### src/ecc_pkg.sv
package ecc_pkg;

  // register indices of the capability space
  localparam logic [11:0] BASIC_CAP_IDX      = 12'h480;
  localparam logic [11:0] PIN_CAP_IDX        = 12'h481;
  localparam logic [11:0] PRIMARY_CAP_IDX    = 12'h482;
  localparam logic [11:0] SECONDARY_CAP_IDX  = 12'h48B;
  localparam logic [11:0] TRUE_PIN_CAP_IDX   = 12'h48D;
  localparam logic [11:0] TRUE_PRI_CAP_IDX   = 12'h48E;
  localparam logic [11:0] TERTIARY_CAP_IDX   = 12'h492;

  // field positions
  localparam int TRUE_FLEX_BIT      = 55;
  localparam int ACT_SECONDARY_BIT  = 31;
  localparam int ACT_TERTIARY_BIT   = 17;
  localparam int ALLOW1_BASE        = 32;

  // fixed-one class masks for the pin and primary two-half registers
  localparam logic [31:0] PIN_FIXED_ONE_MASK = 32'h0000_0016;
  localparam logic [31:0] PRI_FIXED_ONE_MASK = 32'h0401_E172;

  // check result latency in cycles after the request
  localparam int CHECK_LATENCY = 2;

endpackage

### src/ecc_word_check.sv
// one two-half control word against its allowed-0 / allowed-1 map
module ecc_word_check
  import ecc_pkg::*;
(
  input  wire logic [63:0] caps_in,
  input  wire logic [31:0] fixed_mask_in,
  input  wire logic        strict_fixed_in,
  input  wire logic [31:0] ctrl_in,
  output logic             bad_out
);

  logic [31:0] must_be_one;

  // fixed-one class forced to 1 only in strict mode
  always_comb begin
    must_be_one = caps_in[31:0] |
                  (strict_fixed_in ? fixed_mask_in : 32'h0000_0000);
    bad_out = (|(must_be_one & ~ctrl_in)) |
              (|(ctrl_in & ~caps_in[63:32]));
  end

endmodule

### src/ecc_top.sv
module ecc_top
  import ecc_pkg::*;
#(
  parameter logic        VIRT_SUPPORTED   = 1'b1,
  parameter logic [63:0] BASIC_CAPS       = 64'h0080_0000_0000_0001,
  parameter logic [63:0] PIN_CAPS_RAW     = 64'h0000_00FF_0000_0016,
  parameter logic [63:0] PRI_CAPS_RAW     = 64'hFFFE_FFFF_0401_E172,
  parameter logic [63:0] TRUE_PIN_CAPS    = 64'h0000_00FF_0000_0000,
  parameter logic [63:0] TRUE_PRI_CAPS    = 64'hFFFE_FFFF_0000_0000,
  parameter logic [63:0] SECONDARY_CAPS   = 64'h00FF_FFFF_0000_0000,
  parameter logic [63:0] TERTIARY_CAPS    = 64'h0000_0000_0000_00FF
)(
  input  wire logic        core_clk_in,
  input  wire logic        rst_in,
  // capability register port
  input  wire logic        rd_en_in,
  input  wire logic        wr_en_in,
  input  wire logic [11:0] reg_idx_in,
  output logic [63:0]      rd_data_out,
  output logic             rd_valid_out,
  output logic             gp_fault_out,
  // guest entry check port
  input  wire logic        entry_req_in,
  input  wire logic [31:0] pin_ctrl_in,
  input  wire logic [31:0] pri_ctrl_in,
  input  wire logic [31:0] sec_ctrl_in,
  input  wire logic [63:0] ter_ctrl_in,
  output logic             entry_done_out,
  output logic             entry_fail_out
);

  ////////////////////////////////////////////////////////////////////////////
  // effective capability values

  logic        true_flex;
  logic [63:0] basic_caps;
  logic [63:0] pin_caps;
  logic [63:0] pri_caps;
  logic [63:0] sec_caps;
  logic [63:0] ter_caps;
  logic        sec_exists;
  logic        ter_exists;

  // flag only claims flexibility if some fixed-one control may really clear
  assign true_flex = BASIC_CAPS[TRUE_FLEX_BIT] &
    ((|(PIN_FIXED_ONE_MASK & ~TRUE_PIN_CAPS[31:0])) |
     (|(PRI_FIXED_ONE_MASK & ~TRUE_PRI_CAPS[31:0])));
  always_comb begin
    basic_caps = BASIC_CAPS;
    basic_caps[TRUE_FLEX_BIT] = true_flex;
  end
  assign pin_caps = PIN_CAPS_RAW |
                    {32'h0000_0000, PIN_FIXED_ONE_MASK};
  assign pri_caps = PRI_CAPS_RAW |
                    {32'h0000_0000, PRI_FIXED_ONE_MASK};
  // reserved secondary controls never get a 1-setting, low half zero
  assign sec_caps = {SECONDARY_CAPS[63:32], 32'h0000_0000};
  assign ter_caps = TERTIARY_CAPS;
  assign sec_exists = pri_caps[ALLOW1_BASE + ACT_SECONDARY_BIT];
  assign ter_exists = pri_caps[ALLOW1_BASE + ACT_TERTIARY_BIT];

  ////////////////////////////////////////////////////////////////////////////
  // register read decode

  logic [63:0] dec_data;
  logic        dec_hit;

  always_comb begin
    dec_data = 64'h0000_0000_0000_0000;
    dec_hit  = 1'b0;
    unique case (reg_idx_in)
      BASIC_CAP_IDX: begin
        dec_data = basic_caps;
        dec_hit  = 1'b1;
      end
      PIN_CAP_IDX: begin
        dec_data = pin_caps;
        dec_hit  = 1'b1;
      end
      PRIMARY_CAP_IDX: begin
        dec_data = pri_caps;
        dec_hit  = 1'b1;
      end
      SECONDARY_CAP_IDX: begin
        dec_data = sec_caps;
        dec_hit  = sec_exists;
      end
      TRUE_PIN_CAP_IDX: begin
        dec_data = TRUE_PIN_CAPS;
        dec_hit  = true_flex;
      end
      TRUE_PRI_CAP_IDX: begin
        dec_data = TRUE_PRI_CAPS;
        dec_hit  = true_flex;
      end
      TERTIARY_CAP_IDX: begin
        dec_data = ter_caps;
        dec_hit  = ter_exists;
      end
      default: begin
        dec_data = 64'h0000_0000_0000_0000;
        dec_hit  = 1'b0;
      end
    endcase
    if (!VIRT_SUPPORTED) begin
      dec_hit = 1'b0;
    end
  end

  // read answer one cycle after the request; any write faults
  always_ff @(posedge core_clk_in or posedge rst_in) begin
    if (rst_in) begin
      rd_data_out  <= 64'h0000_0000_0000_0000;
      rd_valid_out <= 1'b0;
      gp_fault_out <= 1'b0;
    end else begin
      rd_valid_out <= rd_en_in & ~wr_en_in & dec_hit;
      rd_data_out  <= (rd_en_in & ~wr_en_in & dec_hit) ?
                      dec_data : 64'h0000_0000_0000_0000;
      gp_fault_out <= wr_en_in |
                      (rd_en_in & ~dec_hit);
    end
  end

  ////////////////////////////////////////////////////////////////////////////
  // guest entry check

  logic        pin_bad;
  logic        pri_bad;
  logic        sec_bad;
  logic        ter_bad;
  logic [63:0] pin_sel;
  logic [63:0] pri_sel;

  // flexible mode uses the alternate maps, no fixed-one exceptions
  assign pin_sel = true_flex ? TRUE_PIN_CAPS : pin_caps;
  assign pri_sel = true_flex ? TRUE_PRI_CAPS : pri_caps;

  ecc_word_check u_pin_chk (
    .caps_in         (pin_sel),
    .fixed_mask_in   (PIN_FIXED_ONE_MASK),
    .strict_fixed_in (~true_flex),
    .ctrl_in         (pin_ctrl_in),
    .bad_out         (pin_bad)
  );

  ecc_word_check u_pri_chk (
    .caps_in         (pri_sel),
    .fixed_mask_in   (PRI_FIXED_ONE_MASK),
    .strict_fixed_in (~true_flex),
    .ctrl_in         (pri_ctrl_in),
    .bad_out         (pri_bad)
  );

  // secondary and tertiary are judged only under their activate control
  assign sec_bad = pri_ctrl_in[ACT_SECONDARY_BIT] &
                   (|(sec_ctrl_in & ~sec_caps[63:32]));
  assign ter_bad = pri_ctrl_in[ACT_TERTIARY_BIT] &
                   (|(ter_ctrl_in & ~ter_caps));

  logic stage_q;
  logic fail_q;

  // registered so all words settle together before the verdict
  always_ff @(posedge core_clk_in or posedge rst_in) begin
    if (rst_in) begin
      stage_q        <= 1'b0;
      fail_q         <= 1'b0;
      entry_done_out <= 1'b0;
      entry_fail_out <= 1'b0;
    end else begin
      stage_q        <= entry_req_in;
      fail_q         <= entry_req_in &
                        (pin_bad | pri_bad | sec_bad | ter_bad);
      entry_done_out <= stage_q;
      entry_fail_out <= stage_q & fail_q;
    end
  end

  ////////////////////////////////////////////////////////////////////////////
  // assertions

  property p_fixed_pin_read;
    @(posedge core_clk_in) disable iff (rst_in)
    (rd_en_in && !wr_en_in && reg_idx_in == PIN_CAP_IDX && VIRT_SUPPORTED)
      |=> (rd_valid_out && (rd_data_out[4:1] & 4'hB) == 4'hB);
  endproperty
  a_fixed_pin_read: assert property (p_fixed_pin_read)
    else $error("pin fixed-one bits not read as one");

  property p_fixed_pri_read;
    @(posedge core_clk_in) disable iff (rst_in)
    (rd_en_in && !wr_en_in && reg_idx_in == PRIMARY_CAP_IDX && VIRT_SUPPORTED)
      |=> ((rd_data_out[31:0] & PRI_FIXED_ONE_MASK) == PRI_FIXED_ONE_MASK);
  endproperty
  a_fixed_pri_read: assert property (p_fixed_pri_read)
    else $error("primary fixed-one bits not read as one");

  property p_write_faults;
    @(posedge core_clk_in) disable iff (rst_in)
    wr_en_in |=> (gp_fault_out && !rd_valid_out);
  endproperty
  a_write_faults: assert property (p_write_faults)
    else $error("write did not fault");

  property p_sec_low_zero;
    @(posedge core_clk_in) disable iff (rst_in)
    (rd_en_in && !wr_en_in && reg_idx_in == SECONDARY_CAP_IDX)
      |=> (rd_data_out[31:0] == 32'h0000_0000);
  endproperty
  a_sec_low_zero: assert property (p_sec_low_zero)
    else $error("secondary low half not zero");

  property p_true_absent;
    @(posedge core_clk_in) disable iff (rst_in)
    (rd_en_in && !wr_en_in && !true_flex &&
     (reg_idx_in == TRUE_PIN_CAP_IDX || reg_idx_in == TRUE_PRI_CAP_IDX))
      |=> (gp_fault_out && !rd_valid_out);
  endproperty
  a_true_absent: assert property (p_true_absent)
    else $error("alternate register readable without flag");

  property p_sec_exists;
    @(posedge core_clk_in) disable iff (rst_in)
    (rd_en_in && !wr_en_in && reg_idx_in == SECONDARY_CAP_IDX)
      |=> (rd_valid_out == (sec_exists && VIRT_SUPPORTED));
  endproperty
  a_sec_exists: assert property (p_sec_exists)
    else $error("secondary register presence wrong");

  property p_ter_exists;
    @(posedge core_clk_in) disable iff (rst_in)
    (rd_en_in && !wr_en_in && reg_idx_in == TERTIARY_CAP_IDX)
      |=> (rd_valid_out == (ter_exists && VIRT_SUPPORTED));
  endproperty
  a_ter_exists: assert property (p_ter_exists)
    else $error("tertiary register presence wrong");

  property p_strict_pin_fail;
    @(posedge core_clk_in) disable iff (rst_in)
    (entry_req_in && !true_flex && ((pin_ctrl_in & PIN_FIXED_ONE_MASK)
      != PIN_FIXED_ONE_MASK)) |-> ##2 (entry_done_out && entry_fail_out);
  endproperty
  a_strict_pin_fail: assert property (p_strict_pin_fail)
    else $error("fixed-one pin control zero not rejected");

  property p_sec_gate;
    @(posedge core_clk_in) disable iff (rst_in)
    (entry_req_in && !pri_ctrl_in[ACT_SECONDARY_BIT] && !pin_bad && !pri_bad
     && !ter_bad) |-> ##2 (entry_done_out && !entry_fail_out);
  endproperty
  a_sec_gate: assert property (p_sec_gate)
    else $error("secondary checked while inactive");

  property p_ter_fail;
    @(posedge core_clk_in) disable iff (rst_in)
    (entry_req_in && pri_ctrl_in[ACT_TERTIARY_BIT] &&
     |(ter_ctrl_in & ~ter_caps)) |-> ##2 entry_fail_out;
  endproperty
  a_ter_fail: assert property (p_ter_fail)
    else $error("tertiary violation not rejected");

  property p_done_pulse;
    @(posedge core_clk_in) disable iff (rst_in)
    entry_fail_out |-> entry_done_out;
  endproperty
  a_done_pulse: assert property (p_done_pulse)
    else $error("fail without done");

  c_entry_fail: cover property (@(posedge core_clk_in) disable iff (rst_in)
    entry_fail_out);
  c_entry_pass: cover property (@(posedge core_clk_in) disable iff (rst_in)
    entry_done_out && !entry_fail_out);
  c_read_ok: cover property (@(posedge core_clk_in) disable iff (rst_in)
    rd_valid_out);
  c_fault: cover property (@(posedge core_clk_in) disable iff (rst_in)
    gp_fault_out);

endmodule

### config.mk
export PLATFORM = sky130hd
export DESIGN_NAME = ecc_top
export DESIGN_NICKNAME = d
export VERILOG_FILES = /design/src/ecc_pkg.sv /design/src/ecc_word_check.sv /design/src/ecc_top.sv
export SDC_FILE = /design/constraint.sdc
export NUM_CORES = 1
export LEC_CHECK = 0
export CORE_AREA = 2 2 95 97
export CTS_BUF_LIST = sky130_fd_sc_hd__clkbuf_4
export CTS_CLUSTER_DIAMETER = 40
export DETAILED_ROUTE_END_ITERATION = 16
export DIE_AREA = 0 0 97 99
export DONT_BUFFER_PORTS = 1
export GPL_TIMING_DRIVEN = 0
export RECOVER_POWER = 25
export SETUP_SLACK_MARGIN = 0.05
export SLEW_MARGIN = 20
export SYNTH_ARGS = -nofsm -noshare
export SYNTH_HDL_FRONTEND = slang
export SYNTH_HIERARCHICAL = 1
export SYNTH_SLANG_ARGS = --single-unit
### constraint.sdc
create_clock -name core_clk_in -period 1.5 [get_ports core_clk_in]
set_clock_uncertainty 0.1 [all_clocks]
set_input_delay 0.3 -clock core_clk_in [delete_from_list [all_inputs] [get_ports core_clk_in]]
set_output_delay 0.3 -clock core_clk_in [all_outputs]
set_load 0.005 [all_outputs]
After elaboration in Yosys (flattened, before gate mapping) --
Index checks and enable logic that the tools add are counted.
Word-level totals: logic and storage cells 34, bits in registers 70, output and inout bits 68
Operators by class: reductions and logical operators 4, muxes and demuxes 3, bitwise logic cells 13, equal/unequal tests 7
Operators by type and width (number):
- $pmux 64 s7 | 1
- $eq 12x11->1 const B | 7
- $mux 64 | 1
- $reduce_or 56->1 | 1
- $reduce_or 24->1 | 1
- $reduce_or 8->1 | 1
- $and 1x1->1 | 7
- $reduce_or 7->1 | 1
- $or 1x1->1 | 4
- $not 1->1 | 2
- $mux 1 | 1

Longest topological paths before layout --
depth after elaboration 6, mapped depth 8, mapped depth without buffers 7

By module --
Netlist, hierarchy kept.
Modules (own cells, without submodules):
- ecc_top | cells each 143, area each 1307.5 um^2, instances 1, sequential area each 425.4 um^2
- ecc_word_check | cells each 106, area each 580.6 um^2, instances 2, sequential area each 0.0 um^2

Worst setup path after synthesis --
Ideal clock, no wire load.
path kind input to register, start point in pri_ctrl_in[1], end point reg fail_q, setup time 0.133 ns, required time 1.267 ns, setup slack -0.487 ns, cell stages on the path 7, arrival time 1.754 ns, path buffers 0, path through a211oi_2 > a21oi_1 > nor4_1 > nand4_1 > or4_1 > o41ai_1 > a21oi_1
RTL lines:
- start: declaration | line ecc_top.sv:25 | input wire logic [31:0] pri_ctrl_in,
- end signal: assignment | line ecc_top.sv:173 | fail_q <= entry_req_in &
- end: declaration | line ecc_top.sv:162 | logic fail_q;

Worst setup path in the final report --
start point in pin_ctrl_in[13], end point reg fail_q
On the way: longest elaborated chain between the ends 5
Ends and longest elaborated chain:
- start: declaration | line ecc_top.sv:24 | input wire logic [31:0] pin_ctrl_in,
- $reduce_or 24->1 | line ecc_word_check.sv:19 | (|(ctrl_in & ~caps_in[63:32]));
- net pin_bad | line ecc_top.sv:128 | logic pin_bad;
- $or 1x1->1 (3 in a row) | line ecc_top.sv:174 | (pin_bad | pri_bad | sec_bad | ter_bad);
- $and 1x1->1 | line ecc_top.sv:173
The timed path passes the listed nets, and every way through them passes these cells.

==> metrics.txt <==
result of the run finished with violations; violated checks setup timing; highest-count cells in the layout ignoring fill and taps conb_1, a21oi_1, buf_4; CP Capture Type register; post-synthesis register bit count 17; Std-Cell Core Area ~0.0086 mm^2; antenna cells 0; Post-synth EDFFs 0; via density per instance ~4.0; startpoint type of the worst setup path input port; Crit path arrival time 1.71 ns; growth of design area from synthesis to finish 41.6%; Clock Sink Count 17; post-synthesis instance area roughly 0.0025 mm^2; CTS tree done; clock-pin slew on the worst setup and hold paths about 0.090 ns; number of nets with antenna violations after routing 0; Primary FF master, synth dfrtp_1; slew margin rel. 0.589; highest net fanout along the worst path 2; DIE WIDTH approximately 97 um; maximum number of pins on one net before global-route repair 18; final estimated routing congestion in global placement roughly 0.84; Initial DRC Count 36; worst slew pin tran around 0.6 ns; DP Worst Slack -0.552 ns; clock share of power 0.215; total power divided by cell area 338 mW/mm^2; detailed placement HPWL around 6700 um; Netlist cell types between 40 and 50; register-to-register setup slack about 0.77 ns; number of port buffers 0; number of clock buffers inserted by TritonCTS 3; most common cell after layout, fill and taps aside conb_1; pins over their slew limit 0; via count of the first global-routing pass between 2000 and 3000; wire length of the first global-routing pass approximately 11000 um; Lkg Pwr around 0.0018 uW; max-cap violations 0; async set-reset flop share out of synthesis 1.00; number of setup buffers added after CTS 0; Critical Path Sink fail_q$_DFF_PP0_; net switching power figure just under 400 uW; final design area excluding fillers 0.00350 mm^2; proportion of synthesized chip area in sequential cells 0.172; depth of the worst register-to-register path 1; final-report setup violation count 7; clock buffer depth 2; share of final-layout standard cells stronger than drive strength 1 0.140; critical path required time 1.56 ns; routed vias roughly 2800; First-pass DRT Iterations 4; final worst hold slack between 0.015 and 0.02 ns; crit path from pin_ctrl_in[13]; post-place instance area about 0.0034 mm^2; num ports about 250; critical path class input port to register; Pint 793 uW; fin worst setup slack -0.152 ns; cell chosen for the clock root clkbuf_4; initial antenna violation count 0; combinational cell fraction of total power 0.389; average cell area after synthesis 6.95 um^2; highest ir drop seen on vdd 209 uV; starting density of the core 0.289; unrepaired setup endpoints after global routing true; YS warnings 6; final count of hold timing violations 0; fraction of power spent switching nets 0.329; gate count after technology mapping approximately 360; total congestion overflow after global routing 0; path class of the lowest-slack min-delay path input port to register; source-to-sink clock delay at the later pin of the worst-skew pair about 0.28 ns; min cycle time layout between 1.5 and 2 ns; post-detailed-route DRC marker count 0; CTS HTree Levels 1; highest clock rate 605 MHz; post-layout net count about 760; Detailed Route WL 7340 um; global router's overall resource usage 0.144; die height 99 um; RR Endpoint entry_fail_out$_DFF_PP0_; Cell Rows 34; final worst-path cycle share 1.10; post-layout total power ~1200 uW; Die ar. 0.00960 mm^2; launching point of the worst reg2reg path stage_q$_DFF_PP0_; average routed wire per standard cell 10.7 um; Reg power frac 0.396
[metrics by stage]
stage | util | std cells | setup TNS, ns
after detailed placement | 0.403 | 681 | -1.16
after floorplan | - | 573 | -0.291
final | 0.409 | 688 | -0.501
after global routing | 0.409 | 688 | -1.33
after CTS | 0.411 | 688 | -0.189
after global placement | 0.403 | 681 | -1.15
[flip-flops by register name, summed over array words and instances, names as in the netlist]
signal	flops
fail_q	1
rd_valid_out	1
gp_fault_out	1
rd_data_out	11
entry_fail_out	1
entry_done_out	1
stage_q	1
[what timing repair did]
action,in CTS,in global routing
hold buffers,3,0
endpoints found under the hold margin,20,0
endpoints found under the setup margin,14,2
pin swaps,0,1
gates resized for setup,3,3
[critical path, stage by stage]
cell and delay (ns):
nand2b_4 0.04, o2111ai_2 0.12, nor4_2 0.30, nand4_1 0.12, or4_4 0.45, o41ai_2 0.29
a21oi_1 0.09
[power by group through the flow]
stage / combinational [uW] / sequential [uW] / clock (uW)
final: 460 / 468 / 254
after global routing: 542 / 469 / 292
after CTS: 423 / 468 / 265
after detailed placement: 411 / 478 / 0
after global placement: 407 / 477 / 0
after floorplan: 386 / 476 / 0
[cells in the mapped netlist, types with 5 or more instances]
| library cell | number | area (um^2) |
|---|---|---|
| nor4_1 | 29 | 181 |
| nor3_1 | 6 | 30.0 |
| nand2_1 | 5 | 18.8 |
| nand4_1 | 5 | 31.3 |
| o22ai_1 | 48 | 300 |
| inv_1 | 51 | 191 |
| buf_4 | 53 | 398 |
| dfrtp_1 | 17 | 425 |
| a21oi_1 | 69 | 345 |
| nand2b_1 | 16 | 100 |
[area by class of cell]
type | instances | area [um^2]
plain buffers | 63 | 457
well taps | 108 | 135
clock buffers | 4 | 30.0
inverters | 51 | 191
fillers | 928 | 5050
multi-input cells | 442 | 2230
flip-flops and latches | 17 | 427
repair buffers | 3 | 30.0
[kinds of logic (layout without fill, tap and decap cells)]
| logic type | after synthesis | after routing | share of synthesized area |
|---|---|---|---|
| DFF | 17 | 17 | 0.172 |
| xor gates and xnor gates | 3 | 3 | 0.0106 |
| and+or+nand+nor | 82 | 82 | 0.221 |
| buffers and inverters | 114 | 121 | 0.262 |
| other | 2 | 220 | 0.00304 |
| AOI/OAI and AO/OA | 137 | 137 | 0.330 |
[how the worst min path moves through the flow]
| stage | from | to | slack, ns | cells after the start |
|---|---|---|---|---|
| 2_1_floorplan | rst_in | entry_done_out$_DFF_PP0_ | 0.13 | 1 |
| 3_3_place_gp | rst_in | rd_valid_out$_DFF_PP0_ | 0.19 | 1 |
| 3_5_place_dp | rst_in | rd_valid_out$_DFF_PP0_ | 0.20 | 1 |
| 4_1_cts | entry_req_in | fail_q$_DFF_PP0_ | 0.01 | 2 |
| 5_1_grt | entry_req_in | fail_q$_DFF_PP0_ | 0.007 | 2 |
| 6_report | entry_req_in | fail_q$_DFF_PP0_ | 0.02 | 2 |
[layer usage]
layer  GRT usage  vias up  wire length (um)
li1            -     1492                 -
met1       0.174     1140              2970
met2       0.246      114              3450
met3      0.0475        8               805
met4      0.0390        0               115
met5           0        -                 0
No activity file was read; power rests on OpenSTA's default activity.
